==> src/shared/pic_pkg.sv <==
// constants, configuration carrier and state codes for the pulse input counter
// assumes a single 50 MHz always-on clock feeding every user of this package
package pic_pkg;
  localparam int unsigned MCLK_PERIOD_NS = 20;
  localparam int unsigned CNT_W = 32;
  localparam int unsigned UPP_W = 16;
  localparam int unsigned UNITS_W = CNT_W + UPP_W;
  localparam logic [31:0] COUNT_RESET = 32'h0000_0000;
  localparam logic [31:0] COUNT_MAX = 32'hFFFF_FFFF;
  // contact bounce settle time, a least time, rounded up
  localparam int unsigned DEBOUNCE_TIME_US = 5000;
  localparam int unsigned DEBOUNCE_CYCLES =
    (DEBOUNCE_TIME_US * 1000 + MCLK_PERIOD_NS - 1) / MCLK_PERIOD_NS;
  // rate timebase
  localparam int unsigned SECOND_TIME_MS = 1000;
  localparam int unsigned SECOND_CYCLES = (SECOND_TIME_MS * 1000000) / MCLK_PERIOD_NS;
  localparam logic [11:0] SECONDS_PER_HOUR = 12'hE10;
  localparam logic [5:0] DIV_STEPS = 6'h20;

  typedef struct packed {
    logic pull_up;
    logic midnight_en;
    logic log_each_change;
    logic [15:0] units_per_pulse;
  } pic_cfg_t;

  typedef enum logic [1:0] {
    DIV_IDLE = 2'b00,
    DIV_RUN = 2'b01,
    DIV_DONE = 2'b10
  } pic_div_state_t;
endpackage

==> src/logic/pic_top.sv <==
// pulse input counter: total, interval quantity, rate and scaled values
// assumes all strobes come from logic on mclk_in; only the sensor pin is async
`timescale 1ns/1ps
module pic_top #(
  parameter int unsigned DEB_CYCLES = pic_pkg::DEBOUNCE_CYCLES,
  parameter int unsigned SEC_CYCLES = pic_pkg::SECOND_CYCLES
) (
  input wire logic mclk_in,
  input wire logic rst_n_in,
  input wire logic pulse_pin_in,
  input wire pic_pkg::pic_cfg_t cfg_in,
  input wire logic count_load_in,
  input wire logic [31:0] count_load_value_in,
  input wire logic rtc_midnight_in,
  input wire logic log_boundary_in,
  output logic pull_up_en_out,
  output logic pull_down_en_out,
  output logic pulse_event_out,
  output logic [31:0] count_out,
  output logic [31:0] quantity_out,
  output logic [31:0] quantity_stored_out,
  output logic [47:0] count_units_out,
  output logic [47:0] quantity_units_out,
  output logic [31:0] rate_out,
  output logic rate_valid_out,
  output logic log_entry_out
);
  logic pulse;
  logic clear;
  logic [31:0] count_next;
  logic [31:0] sec_cnt_reg;
  logic have_prev_reg;
  logic sec_tick;
  logic [31:0] tick_cnt_reg;
  pic_pkg::pic_div_state_t div_state_reg;
  logic [5:0] div_step_reg;
  logic [31:0] num_reg;
  logic [31:0] den_reg;
  logic [32:0] rem_reg;
  logic [31:0] quo_reg;
  logic [32:0] rem_shift;

  pic_debounce #(
    .DEB_CYCLES(DEB_CYCLES)
  ) u_debounce (
    .mclk_in(mclk_in),
    .rst_n_in(rst_n_in),
    .pin_in(pulse_pin_in),
    .pull_up_in(cfg_in.pull_up),
    .pulse_out(pulse)
  );

  // one pull at a time, never both
  always_ff @(posedge mclk_in) begin
    if (!rst_n_in) begin
      // pull-down until the configuration is taken
      pull_up_en_out <= 1'b0;
      pull_down_en_out <= 1'b1;
    end else begin
      pull_up_en_out <= cfg_in.pull_up;
      pull_down_en_out <= ~cfg_in.pull_up;
    end
  end

  // wake/interrupt strobe toward the sleeping logger
  always_ff @(posedge mclk_in) begin
    if (!rst_n_in) begin
      pulse_event_out <= 1'b0;
    end else begin
      pulse_event_out <= pulse;
    end
  end

  assign clear = count_load_in | (cfg_in.midnight_en & rtc_midnight_in);

  // a pulse in the clearing cycle is kept: it counts on top of the new value
  always_comb begin
    count_next = count_out;
    if (count_load_in) begin
      count_next = count_load_value_in;
    end else if (cfg_in.midnight_en && rtc_midnight_in) begin
      count_next = pic_pkg::COUNT_RESET;
    end
    if (pulse) begin
      count_next = count_next + 32'h0000_0001;
    end
  end

  // no power-state input exists here: this domain stays up on the backup cell
  always_ff @(posedge mclk_in) begin
    if (!rst_n_in) begin
      count_out <= pic_pkg::COUNT_RESET;
    end else begin
      count_out <= count_next;
    end
  end

  // interval quantity, kept as its own counter so a counter clear cannot go negative
  always_ff @(posedge mclk_in) begin
    if (!rst_n_in) begin
      quantity_out <= 32'h0000_0000;
      quantity_stored_out <= 32'h0000_0000;
    end else if (log_boundary_in) begin
      quantity_stored_out <= quantity_out;
      quantity_out <= pulse ? 32'h0000_0001 : 32'h0000_0000;
    end else if (pulse) begin
      quantity_out <= quantity_out + 32'h0000_0001;
    end
  end

  // scaled values trail count and quantity by one cycle
  always_ff @(posedge mclk_in) begin
    if (!rst_n_in) begin
      count_units_out <= 48'h0000_0000_0000;
      quantity_units_out <= 48'h0000_0000_0000;
    end else begin
      count_units_out <= 48'(count_out) * 48'(cfg_in.units_per_pulse);
      quantity_units_out <= 48'(quantity_out) * 48'(cfg_in.units_per_pulse);
    end
  end

  always_ff @(posedge mclk_in) begin
    if (!rst_n_in) begin
      log_entry_out <= 1'b0;
    end else begin
      log_entry_out <= log_boundary_in
        | (cfg_in.log_each_change & (count_next != count_out));
    end
  end

  // one-second enable for the rate timebase
  assign sec_tick = (tick_cnt_reg == SEC_CYCLES - 1);

  always_ff @(posedge mclk_in) begin
    if (!rst_n_in || sec_tick) begin
      tick_cnt_reg <= 32'h0000_0000;
    end else begin
      tick_cnt_reg <= tick_cnt_reg + 32'h0000_0001;
    end
  end

  // seconds since last pulse, saturating; a zero gap is treated as one second
  always_ff @(posedge mclk_in) begin
    if (!rst_n_in) begin
      sec_cnt_reg <= 32'h0000_0000;
      have_prev_reg <= 1'b0;
    end else if (pulse) begin
      sec_cnt_reg <= 32'h0000_0000;
      have_prev_reg <= 1'b1;
    end else if (sec_tick && sec_cnt_reg != pic_pkg::COUNT_MAX) begin
      sec_cnt_reg <= sec_cnt_reg + 32'h0000_0001;
    end
  end

  // serial divide: units_per_pulse * 3600 / gap; a new pulse restarts it
  assign rem_shift = {rem_reg[31:0], num_reg[31]};

  always_ff @(posedge mclk_in) begin
    if (!rst_n_in) begin
      div_state_reg <= pic_pkg::DIV_IDLE;
      div_step_reg <= 6'h00;
      num_reg <= 32'h0000_0000;
      den_reg <= 32'h0000_0001;
      rem_reg <= 33'h0_0000_0000;
      quo_reg <= 32'h0000_0000;
    end else if (pulse && have_prev_reg) begin
      div_state_reg <= pic_pkg::DIV_RUN;
      div_step_reg <= 6'h00;
      // full 28-bit product: a 16-bit self-sized product would lose the top bits
      num_reg <= {4'h0, 28'(cfg_in.units_per_pulse) * 28'(pic_pkg::SECONDS_PER_HOUR)};
      den_reg <= (sec_cnt_reg == 32'h0000_0000) ? 32'h0000_0001 : sec_cnt_reg;
      rem_reg <= 33'h0_0000_0000;
      quo_reg <= 32'h0000_0000;
    end else begin
      case (div_state_reg)
        pic_pkg::DIV_RUN: begin
          num_reg <= {num_reg[30:0], 1'b0};
          if (rem_shift >= {1'b0, den_reg}) begin
            rem_reg <= rem_shift - {1'b0, den_reg};
            quo_reg <= {quo_reg[30:0], 1'b1};
          end else begin
            rem_reg <= rem_shift;
            quo_reg <= {quo_reg[30:0], 1'b0};
          end
          div_step_reg <= div_step_reg + 6'h01;
          if (div_step_reg == pic_pkg::DIV_STEPS - 6'h01) begin
            div_state_reg <= pic_pkg::DIV_DONE;
          end
        end
        pic_pkg::DIV_DONE: begin
          div_state_reg <= pic_pkg::DIV_IDLE;
        end
        default: begin
          div_state_reg <= pic_pkg::DIV_IDLE;
        end
      endcase
    end
  end

  // rate holds its last value until the next pulse pair completes
  always_ff @(posedge mclk_in) begin
    if (!rst_n_in) begin
      rate_out <= 32'h0000_0000;
      rate_valid_out <= 1'b0;
    end else if (div_state_reg == pic_pkg::DIV_DONE && !(pulse && have_prev_reg)) begin
      rate_out <= quo_reg;
      rate_valid_out <= 1'b1;
    end
  end

  a_count_step: assert property (@(posedge mclk_in) disable iff (!rst_n_in)
    pulse && !clear |=> count_out == $past(count_out) + 32'h0000_0001)
    else $error("counter did not step on pulse");

  a_count_wrap: assert property (@(posedge mclk_in) disable iff (!rst_n_in)
    pulse && !clear && count_out == 32'hFFFF_FFFF |=> count_out == 32'h0000_0000)
    else $error("counter did not wrap");

  a_zero_write: assert property (@(posedge mclk_in) disable iff (!rst_n_in)
    count_load_in && count_load_value_in == 32'h0000_0000 && !pulse
      |=> count_out == 32'h0000_0000)
    else $error("zero write did not clear counter");

  a_midnight_clear: assert property (@(posedge mclk_in) disable iff (!rst_n_in)
    cfg_in.midnight_en && rtc_midnight_in && !count_load_in && !pulse
      |=> count_out == 32'h0000_0000)
    else $error("midnight did not clear counter");

  a_boundary_store: assert property (@(posedge mclk_in) disable iff (!rst_n_in)
    log_boundary_in |=> quantity_stored_out == $past(quantity_out)
      && quantity_out == {31'h0, $past(pulse)} && log_entry_out)
    else $error("boundary store or clear wrong");

  a_quantity_run: assert property (@(posedge mclk_in) disable iff (!rst_n_in)
    pulse && !log_boundary_in |=> quantity_out == $past(quantity_out) + 32'h0000_0001)
    else $error("quantity did not rise with pulse");

  a_change_log: assert property (@(posedge mclk_in) disable iff (!rst_n_in)
    cfg_in.log_each_change && pulse && !clear |=> log_entry_out)
    else $error("count change not logged");

  a_rate_result: assert property (@(posedge mclk_in) disable iff (!rst_n_in)
    pulse && have_prev_reg ##1 !(pulse && have_prev_reg) [*8]
      ##1 !(pulse && have_prev_reg) [*8] ##1 !(pulse && have_prev_reg) [*8]
      ##1 !(pulse && have_prev_reg) [*8] ##1 !(pulse && have_prev_reg)
      |=> rate_valid_out && rate_out == $past(quo_reg))
    else $error("rate result not delivered in time");

  a_pull_excl: assert property (@(posedge mclk_in) disable iff (!rst_n_in)
    !(pull_up_en_out && pull_down_en_out) ##0 (pull_up_en_out != pull_down_en_out))
    else $error("pull selection inconsistent");

  a_pulse_event: assert property (@(posedge mclk_in) disable iff (!rst_n_in)
    pulse |=> pulse_event_out)
    else $error("pulse not reported");
endmodule

==> src/logic/pic_debounce.sv <==
// synchroniser, contact debouncer and active-edge detector for the pulse pin
// assumes the pin is asynchronous to mclk_in and idles at its pull level
`timescale 1ns/1ps
module pic_debounce #(
  parameter int unsigned DEB_CYCLES = pic_pkg::DEBOUNCE_CYCLES
) (
  input wire logic mclk_in,
  input wire logic rst_n_in,
  input wire logic pin_in,
  input wire logic pull_up_in,
  output logic pulse_out
);
  logic s1_reg;
  logic s2_reg;
  logic s3_reg;
  logic stable_reg;
  logic active_prev_reg;
  logic [31:0] deb_cnt_reg;
  logic active;

  always_ff @(posedge mclk_in) begin
    if (!rst_n_in) begin
      s1_reg <= 1'b0;
      s2_reg <= 1'b0;
      s3_reg <= 1'b0;
    end else begin
      s1_reg <= pin_in;
      s2_reg <= s1_reg;
      s3_reg <= s2_reg;
    end
  end

  // a level must agree on s2/s3 and hold for the settle time before it counts
  always_ff @(posedge mclk_in) begin
    if (!rst_n_in) begin
      stable_reg <= 1'b0;
      deb_cnt_reg <= 32'h0000_0000;
    end else if (s2_reg == s3_reg && s3_reg != stable_reg) begin
      if (deb_cnt_reg >= DEB_CYCLES - 1) begin
        stable_reg <= s3_reg;
        deb_cnt_reg <= 32'h0000_0000;
      end else begin
        deb_cnt_reg <= deb_cnt_reg + 32'h0000_0001;
      end
    end else begin
      deb_cnt_reg <= 32'h0000_0000;
    end
  end

  // switch to ground with pull-up means active low
  assign active = pull_up_in ? ~stable_reg : stable_reg;

  always_ff @(posedge mclk_in) begin
    if (!rst_n_in) begin
      // seen as already active: a pull-up idle level must not give an edge
      active_prev_reg <= 1'b1;
      pulse_out <= 1'b0;
    end else begin
      active_prev_reg <= active;
      pulse_out <= active & ~active_prev_reg;
    end
  end

  a_pulse_single: assert property (@(posedge mclk_in) disable iff (!rst_n_in)
    pulse_out |=> !pulse_out)
    else $error("pulse output longer than one cycle");
endmodule

==> config.mk <==
export PLATFORM = sky130hd
export DESIGN_NAME = pic_top
export DESIGN_NICKNAME = d
export VERILOG_FILES = /design/src/shared/pic_pkg.sv /design/src/logic/pic_top.sv /design/src/logic/pic_debounce.sv
export SDC_FILE = /design/constraint.sdc
export NUM_CORES = 2
export LEC_CHECK = 0
export ABC_AREA = 0
export BUFFER_PORTS_ARGS = -buffer_cell sky130_fd_sc_hd__buf_2
export CORE_UTILIZATION = 45
export DETAILED_ROUTE_END_ITERATION = 8
export GPL_ROUTABILITY_DRIVEN = 0
export PLACE_DENSITY = 0.6
export SLEW_MARGIN = 20
export SYNTH_ARGS = -nofsm -noshare
export SYNTH_HDL_FRONTEND = slang
export SYNTH_SLANG_ARGS = --single-unit
==> constraint.sdc <==
create_clock -name mclk_in -period 9.9 [get_ports mclk_in]
set_clock_uncertainty 0.15 [all_clocks]
set_input_delay 1.485 -clock mclk_in [delete_from_list [all_inputs] [get_ports mclk_in]]
set_output_delay 1.485 -clock mclk_in [all_outputs]
set_load 0.1 [all_outputs]
Word-level counts from Yosys, hierarchy flattened
Index checks and enable logic that the tools add are counted.
Word-level totals
  input port bits: 57
  flip-flop bits (word level): 464
  logic and storage cells: 90
Cells by class
  order comparisons: 2
  reductions and logical operators: 16
  bitwise logic cells: 9
  equal/unequal tests: 9
  multiplexer cells: 15
  $add $sub $neg: 7
  $mul: 3
Operator list (number)
  32-bit 2-to-1 mux: 7
  32-bit by 1-bit adder with 32-bit output (second input constant): 5
  32-bit by 16-bit multiplier with 48-bit output: 2
  28-bit 2-to-1 mux: 2
  33-bit by 32-bit >= comparator with 1-bit output: 1
  32-bit by 26-bit == test with 1-bit output (second input constant): 1
  32-bit by 18-bit >= comparator with 1-bit output (second input constant): 1
  32-bit logical NOT: 1
  32-bit != test: 1
  32-bit != test (second input constant): 1
  32-bit subtractor: 1
  16-bit by 8-bit multiplier with 24-bit output (second input constant): 1
  6-bit by 1-bit adder with 6-bit output (second input constant): 1
  6-bit by 5-bit == test with 1-bit output (second input constant): 1
  1-bit 2-to-1 mux: 6
  1-bit NOT: 6
  3-bit OR reduction: 2
  1-bit logical AND: 5
  2-bit nonzero test: 2
  2-bit OR reduction: 2
  3-bit != test (second input constant): 1
  1-bit bitwise AND: 2
  2-bit by 1-bit == test with 1-bit output (second input constant): 1
  2-bit == test (second input constant): 1
  6 further kinds: 7

Depth between registers and ports, before layout
  word-level depth: 8
  depth in mapped cells: 27
  depth with buffers taken out: 25

Hierarchy
A second synthesis with hierarchy kept.
Second synthesis, totals
  cell total of the unflattened synthesis: 6329
  area, all modules: 53985.5 µm²
Modules (own cells, without submodules)
  pic_top: area each 52582.9 µm², times used 1, sequential area each 8528.2 µm², cells an instance 6187
  pic_debounce: area each 1402.6 µm², times used 1, sequential area each 760.7 µm², cells an instance 142

Worst setup path after synthesis
Ideal clock, no wire load.
  path kind: input-to-reg
  start point: in cfg_in[1] in the netlist's numbering
  end point: reg count_units_out[47]
  data required time: 9622 ps
  library setup time: 128 ps
  path buffers: 2
  stages on the path: 24
  setup slack: 1972 ps
  arrival: 7651 ps
  path through: clkbuf_1 > clkbuf_1 > nand2_1 > fa_1 > inv_1 > fa_1 > inv_1 > fa_1 > inv_1 > fa_1 > fa_1 > inv_1 > fa_1 > inv_1 > ha_1 > and3_1 > nand2_1 > or4b_2 > or3b_2 > o21ba_2 > a21oi_1 > a311oi_1 > xnor2_1 > nor2_1
On the way
  longest elaborated chain between the ends: 1
Ends and longest elaborated chain
  start, declared: line pic_top.sv:11  | input wire pic_pkg::pic_cfg_t cfg_in,
  32-bit by 16-bit multiplier with 48-bit output: line pic_top.sv:117  | count_units_out <= 48'(count_out) * 48'(cfg_in.units_per_pulse);
  end signal, assigned: line pic_top.sv:117
  end, declared: line pic_top.sv:22  | output logic [47:0] count_units_out,
Every way passes these cells.
A chain may end at the register's enable or synchronous reset.

Worst setup path in the final report
Ends and elaborated chain as after synthesis.

==> summary.txt <==
PLACED DESIGN
------------------------------------------------------------------------------------------
Port-buffer cells ...........................................................          285
Dpl hpwl ....................................................................    112000 um
Placed Instances ............................................................         7813

ROUTING
------------------------------------------------------------------------------------------
Number of nets with antenna violations after routing ........................            0
Detailed-route wire length per cell .........................................      18.9 um
Pre-Repair DR Iteration Count ...............................................            6
Residual DRC count ..........................................................            0
Drt via density .............................................................         5.26
Vias ........................................................................        41600
Post-detailed-routing wire length ...........................................    150000 um
Iter 0 DRT Violations .......................................................         2635

DIE
------------------------------------------------------------------------------------------
Boundary Pins ...............................................................          286
Die height ..................................................................       347 um
Number of placement rows ....................................................          126
Area of the core ............................................................   0.118 mm^2
Starting Density ............................................................        45.4%
Total Die Area ..............................................................   0.120 mm^2
Die X-Extent ................................................................       347 um

SYNTH
------------------------------------------------------------------------------------------
Parity-gate share of the synthesized area counting xor and xnor cells .......        4.44%
Combinational family with the most area after synthesis .....................  adder cells
Number of enable-type register cells in the synthesized netlist .............            0
Share of the synthesized area in compound gates (AO/OA/AOI/OAI) .............        7.70%
Post-synth top area cell .................................................... sky130_fd_sc_hd__fa_1
Warning count from the yosys run ............................................            0
Netlist cell types ..........................................................           87
Proportion of synthesized flip-flops having asynchronous set or reset .......           0%
Portion of netlist area occupied by mux cells ...............................        1.18%
Post-Syn Area ...............................................................  0.0535 mm^2
Top cells by area, synth .................................................... sky130_fd_sc_hd__fa_1 32%, sky130_fd_sc_hd__dfxtp_1 17%, sky130_fd_sc_hd__ha_1 7.9%
Area fraction in and, or, nand and nor cells after synthesis ................        19.5%
Register bit count reported by yosys ........................................          464
Primary flip-flop cell chosen by synthesis mapping .......................... sky130_fd_sc_hd__dfxtp_1
Adder-Cell Fraction of Synth Area ...........................................        40.2%
Avg Cell Area, Syn ..........................................................    8.59 um^2
Syn Inst Count ..............................................................         6233
Post-synthesis sequential area ratio ........................................        17.4%
Proportion of netlist area held by the largest area contributor .............        32.2%

CLOCK NETWORK
------------------------------------------------------------------------------------------
Num Clock Sinks .............................................................          464
Number of buffers inserted to repair setup after CTS ........................            0
Total number of H-tree levels ...............................................            2
Skew-Pair Late Insertion Delay ..............................................      0.68 ns
Total clock buffers created by CTS ..........................................           57
Root cell of the clock tree ................................................. sky130_fd_sc_hd__clkbuf_16
Cts repair resizes ..........................................................            0
Max Buffers Root-to-Sink ....................................................            3
Cts hold-fix bufs ...........................................................            0
TritonCTS clock tree ........................................................        built
Clock edge transition at the registers on the reported setup and hold paths .      0.06 ns

POWER
------------------------------------------------------------------------------------------
Leakage power total .........................................................      27.5 nW
Peak supply drop ............................................................     0.178 mV
Power after layout ..........................................................      7.62 mW
Power Density ...............................................................  130 mW/mm^2

TIMING
------------------------------------------------------------------------------------------
Final-layout setup total negative slack .....................................         0 ns
Count of endpoints failing hold in the final timing report ..................            0
RSZ-0062 raised after global routing ........................................        false
Min Clock Period, post-route ................................................      8.37 ns
Final setup violation count .................................................            0
Max Fclk ....................................................................      120 MHz
Worst slew margin relative to its limit .....................................        24.4%
Share of the clock period used by the worst path after layout ...............        84.5%
Slew at the pin closest to its max-slew limit ...............................      1.13 ns
Final max-slew violation count ..............................................            0
Post-route worst hold slack .................................................     0.240 ns

HOLD PATH
------------------------------------------------------------------------------------------
Worst min path class ........................................................ flip-flop to flip-flop
Hold Path Depth .............................................................            1
Start point of the worst min-delay path ..................................... u_debounce.active_prev_reg
Terminating pin of the worst hold path ...................................... u_debounce.pulse_out

GLOBAL ROUTE
------------------------------------------------------------------------------------------
Initial antenna violation count .............................................            8
Largest net degree at the start of global routing ...........................          156
Remaining Overflow, GRT .....................................................            0
Via count of the first global-routing pass ..................................        43200
Met2 track demand over resource .............................................        42.5%
Overall global routing resource usage .......................................        25.4%
GR peak layer ...............................................................         met2
Met3 Track Usage GR .........................................................        3.95%
Wire length of the first global-routing pass ................................    242000 um
Met1 usage ..................................................................        34.2%

FLOW RUN
------------------------------------------------------------------------------------------
Max-cap check violation count ...............................................            0

SETUP PATH
------------------------------------------------------------------------------------------
Data required time of the critical path .....................................     10.28 ns
Crit path kind .............................................................. primary input to flip-flop
Internal reg-to-reg setup slack .............................................      2.12 ns
Kind of capture point of the worst setup path ...............................    flip-flop
Type of origin of the critical path ......................................... primary input
Worst Path Arrival ..........................................................      8.75 ns
Worst r2r src ............................................................... count_out[17]
Worst Reg-to-Reg Cells ......................................................           20
RR Endpoint ................................................................. count_units_out[47]
Largest fanout of any net on the critical path ..............................           34

FINAL LAYOUT
------------------------------------------------------------------------------------------
Number of fill cells in the layout ..........................................        11400
Final Util ..................................................................        49.6%
Proportion of layout cells with a drive suffix above 1 ......................        8.26%
Non-Filler Instances ........................................................         7922
Net count of the finished layout ............................................         7595
Biggest registers after layout .............................................. count_units_out x48, quantity_units_out x48
Syn-to-layout area delta ....................................................        9.31%

RUN STATUS
------------------------------------------------------------------------------------------
Outcome ..................................................................... finished clean

==> metal layers <==
metal | up-vias | routed length (um)
li1 | 19400 | -
met1 | 20900 | 65800
met2 | 1130 | 71500
met3 | 210 | 8910
met4 | 6 | 3680
met5 | - | 34
==> logic make-up (layout without fill, tap and decap cells) <==
logic type | Yosys count | in the layout
AO/OA/AOI/OAI | 668 | 668
multiplexers | 63 | 63
adder cells (fa/ha/maj) | 1201 | 1201
buffers and inverters | 1359 | 1497
flip-flops | 464 | 464
other | 1 | 16
AND/OR/NAND/NOR | 2206 | 2206
XOR/XNOR | 271 | 271
==> critical path, cell delays in order <==
cell and delay [ns]:
sky130_fd_sc_hd__buf_2 0.69, sky130_fd_sc_hd__buf_4 0.40, sky130_fd_sc_hd__nand2_1 0.12, sky130_fd_sc_hd__fa_1 0.54, sky130_fd_sc_hd__fa_1 0.53, sky130_fd_sc_hd__fa_1 0.52, sky130_fd_sc_hd__inv_1 0.05, sky130_fd_sc_hd__fa_1 0.53
sky130_fd_sc_hd__fa_1 0.57, sky130_fd_sc_hd__inv_1 0.07, sky130_fd_sc_hd__fa_1 0.48, sky130_fd_sc_hd__inv_1 0.05, sky130_fd_sc_hd__ha_1 0.34, sky130_fd_sc_hd__o21a_1 0.13, sky130_fd_sc_hd__o21ai_0 0.07, sky130_fd_sc_hd__nand2b_1 0.16
sky130_fd_sc_hd__or4b_2 0.60, sky130_fd_sc_hd__or3b_2 0.53, sky130_fd_sc_hd__o21ba_2 0.25, sky130_fd_sc_hd__a21oi_1 0.25, sky130_fd_sc_hd__a311oi_1 0.15, sky130_fd_sc_hd__xnor2_1 0.17, sky130_fd_sc_hd__nor2_1 0.05
==> synth_stat cells (all sizes together) (21+ instances only) <==
master and n:
inv 1001, nand2b 24, and3 55, xnor2 130, o21ai 100, nand4 41, ha 340, a311oi 22
o211ai 21, o21a 26, clkbuf 330, mux2i 63, a21o 60, nor3 46, nor2b 26, a31oi 25
nor4 28, or3 34, nor2 356, fa 861, a211oi 27, a21oi 287, nand2 997, xor2 141
and2 463, dfxtp 464, buf 28, nand3 85
==> worst max path at each step <==
stage | end | startpoint | slack [ns]
after floorplan | count_units_out[47] | cfg_in[1] | 1.97
after global placement | count_units_out[47] | cfg_in[1] | 0.98
after detailed placement | count_units_out[47] | cfg_in[1] | 0.90
after CTS | count_units_out[46] | cfg_in[1] | 1.62
after global routing | count_units_out[46] | cfg_in[1] | 1.27
final | count_units_out[47] | cfg_in[1] | 1.53
==> power breakdown <==
group          internal (mW)  switching [mW]
Combinational           1.11            2.23
Sequential              1.95          0.0667
Clock                   1.36           0.912
Total                   4.41            3.21
==> layout by cell type (no fill, tap or decap), types with 13 or more instances in the layout <==
master	synthesis	routed
sky130_fd_sc_hd__clkbuf_16	0	57
sky130_fd_sc_hd__buf_4	2	101
sky130_fd_sc_hd__or3_1	33	33
sky130_fd_sc_hd__a211oi_1	27	27
sky130_fd_sc_hd__ha_1	340	340
sky130_fd_sc_hd__o21a_1	25	25
sky130_fd_sc_hd__inv_1	1000	1000
sky130_fd_sc_hd__conb_1	1	14
sky130_fd_sc_hd__and2_1	463	463
sky130_fd_sc_hd__nand2b_1	24	22
sky130_fd_sc_hd__nor3_1	42	42
sky130_fd_sc_hd__xor2_1	141	141
sky130_fd_sc_hd__a22oi_1	20	20
sky130_fd_sc_hd__dfxtp_1	464	464
sky130_fd_sc_hd__clkbuf_8	0	13
sky130_fd_sc_hd__nor4_1	23	23
sky130_fd_sc_hd__buf_2	4	284
sky130_fd_sc_hd__mux2i_1	63	63
sky130_fd_sc_hd__nand3_1	83	83
sky130_fd_sc_hd__fa_1	861	861
sky130_fd_sc_hd__xnor2_1	130	130
sky130_fd_sc_hd__o211ai_1	21	21
sky130_fd_sc_hd__a21oi_1	285	285
sky130_fd_sc_hd__nor2b_1	26	25
sky130_fd_sc_hd__a21o_1	60	60
sky130_fd_sc_hd__nor2_1	356	355
sky130_fd_sc_hd__a31oi_1	25	25
sky130_fd_sc_hd__nand4_1	41	41
sky130_fd_sc_hd__and3_1	55	55
sky130_fd_sc_hd__nand2_1	996	994
sky130_fd_sc_hd__a311oi_1	22	22
sky130_fd_sc_hd__o21ai_0	97	97
sky130_fd_sc_hd__o21bai_1	16	16
==> metrics by stage <==
stage / setup slack (ns) / cell area, um^2
final: 1.53 / 58500
after CTS: 1.62 / 58400
after detailed placement: 0.898 / 56400
after global routing: 1.27 / 58500
after global placement: 0.979 / 56400
after floorplan: 1.97 / 53600
==> final cells by class <==
type	instances	area, um^2	share of cell area [%]
clock buffer	79	1640	2.80
antenna	2	5.00	0.00856
timing repair buffer	390	2290	3.91
sequential	464	9290	15.9
multi-input combinational	4423	39200	66.9
inverter	1001	3760	6.44
tap	1536	1920	3.29
clock inverter	27	429	0.734
(Power assumes the default switching activity.)
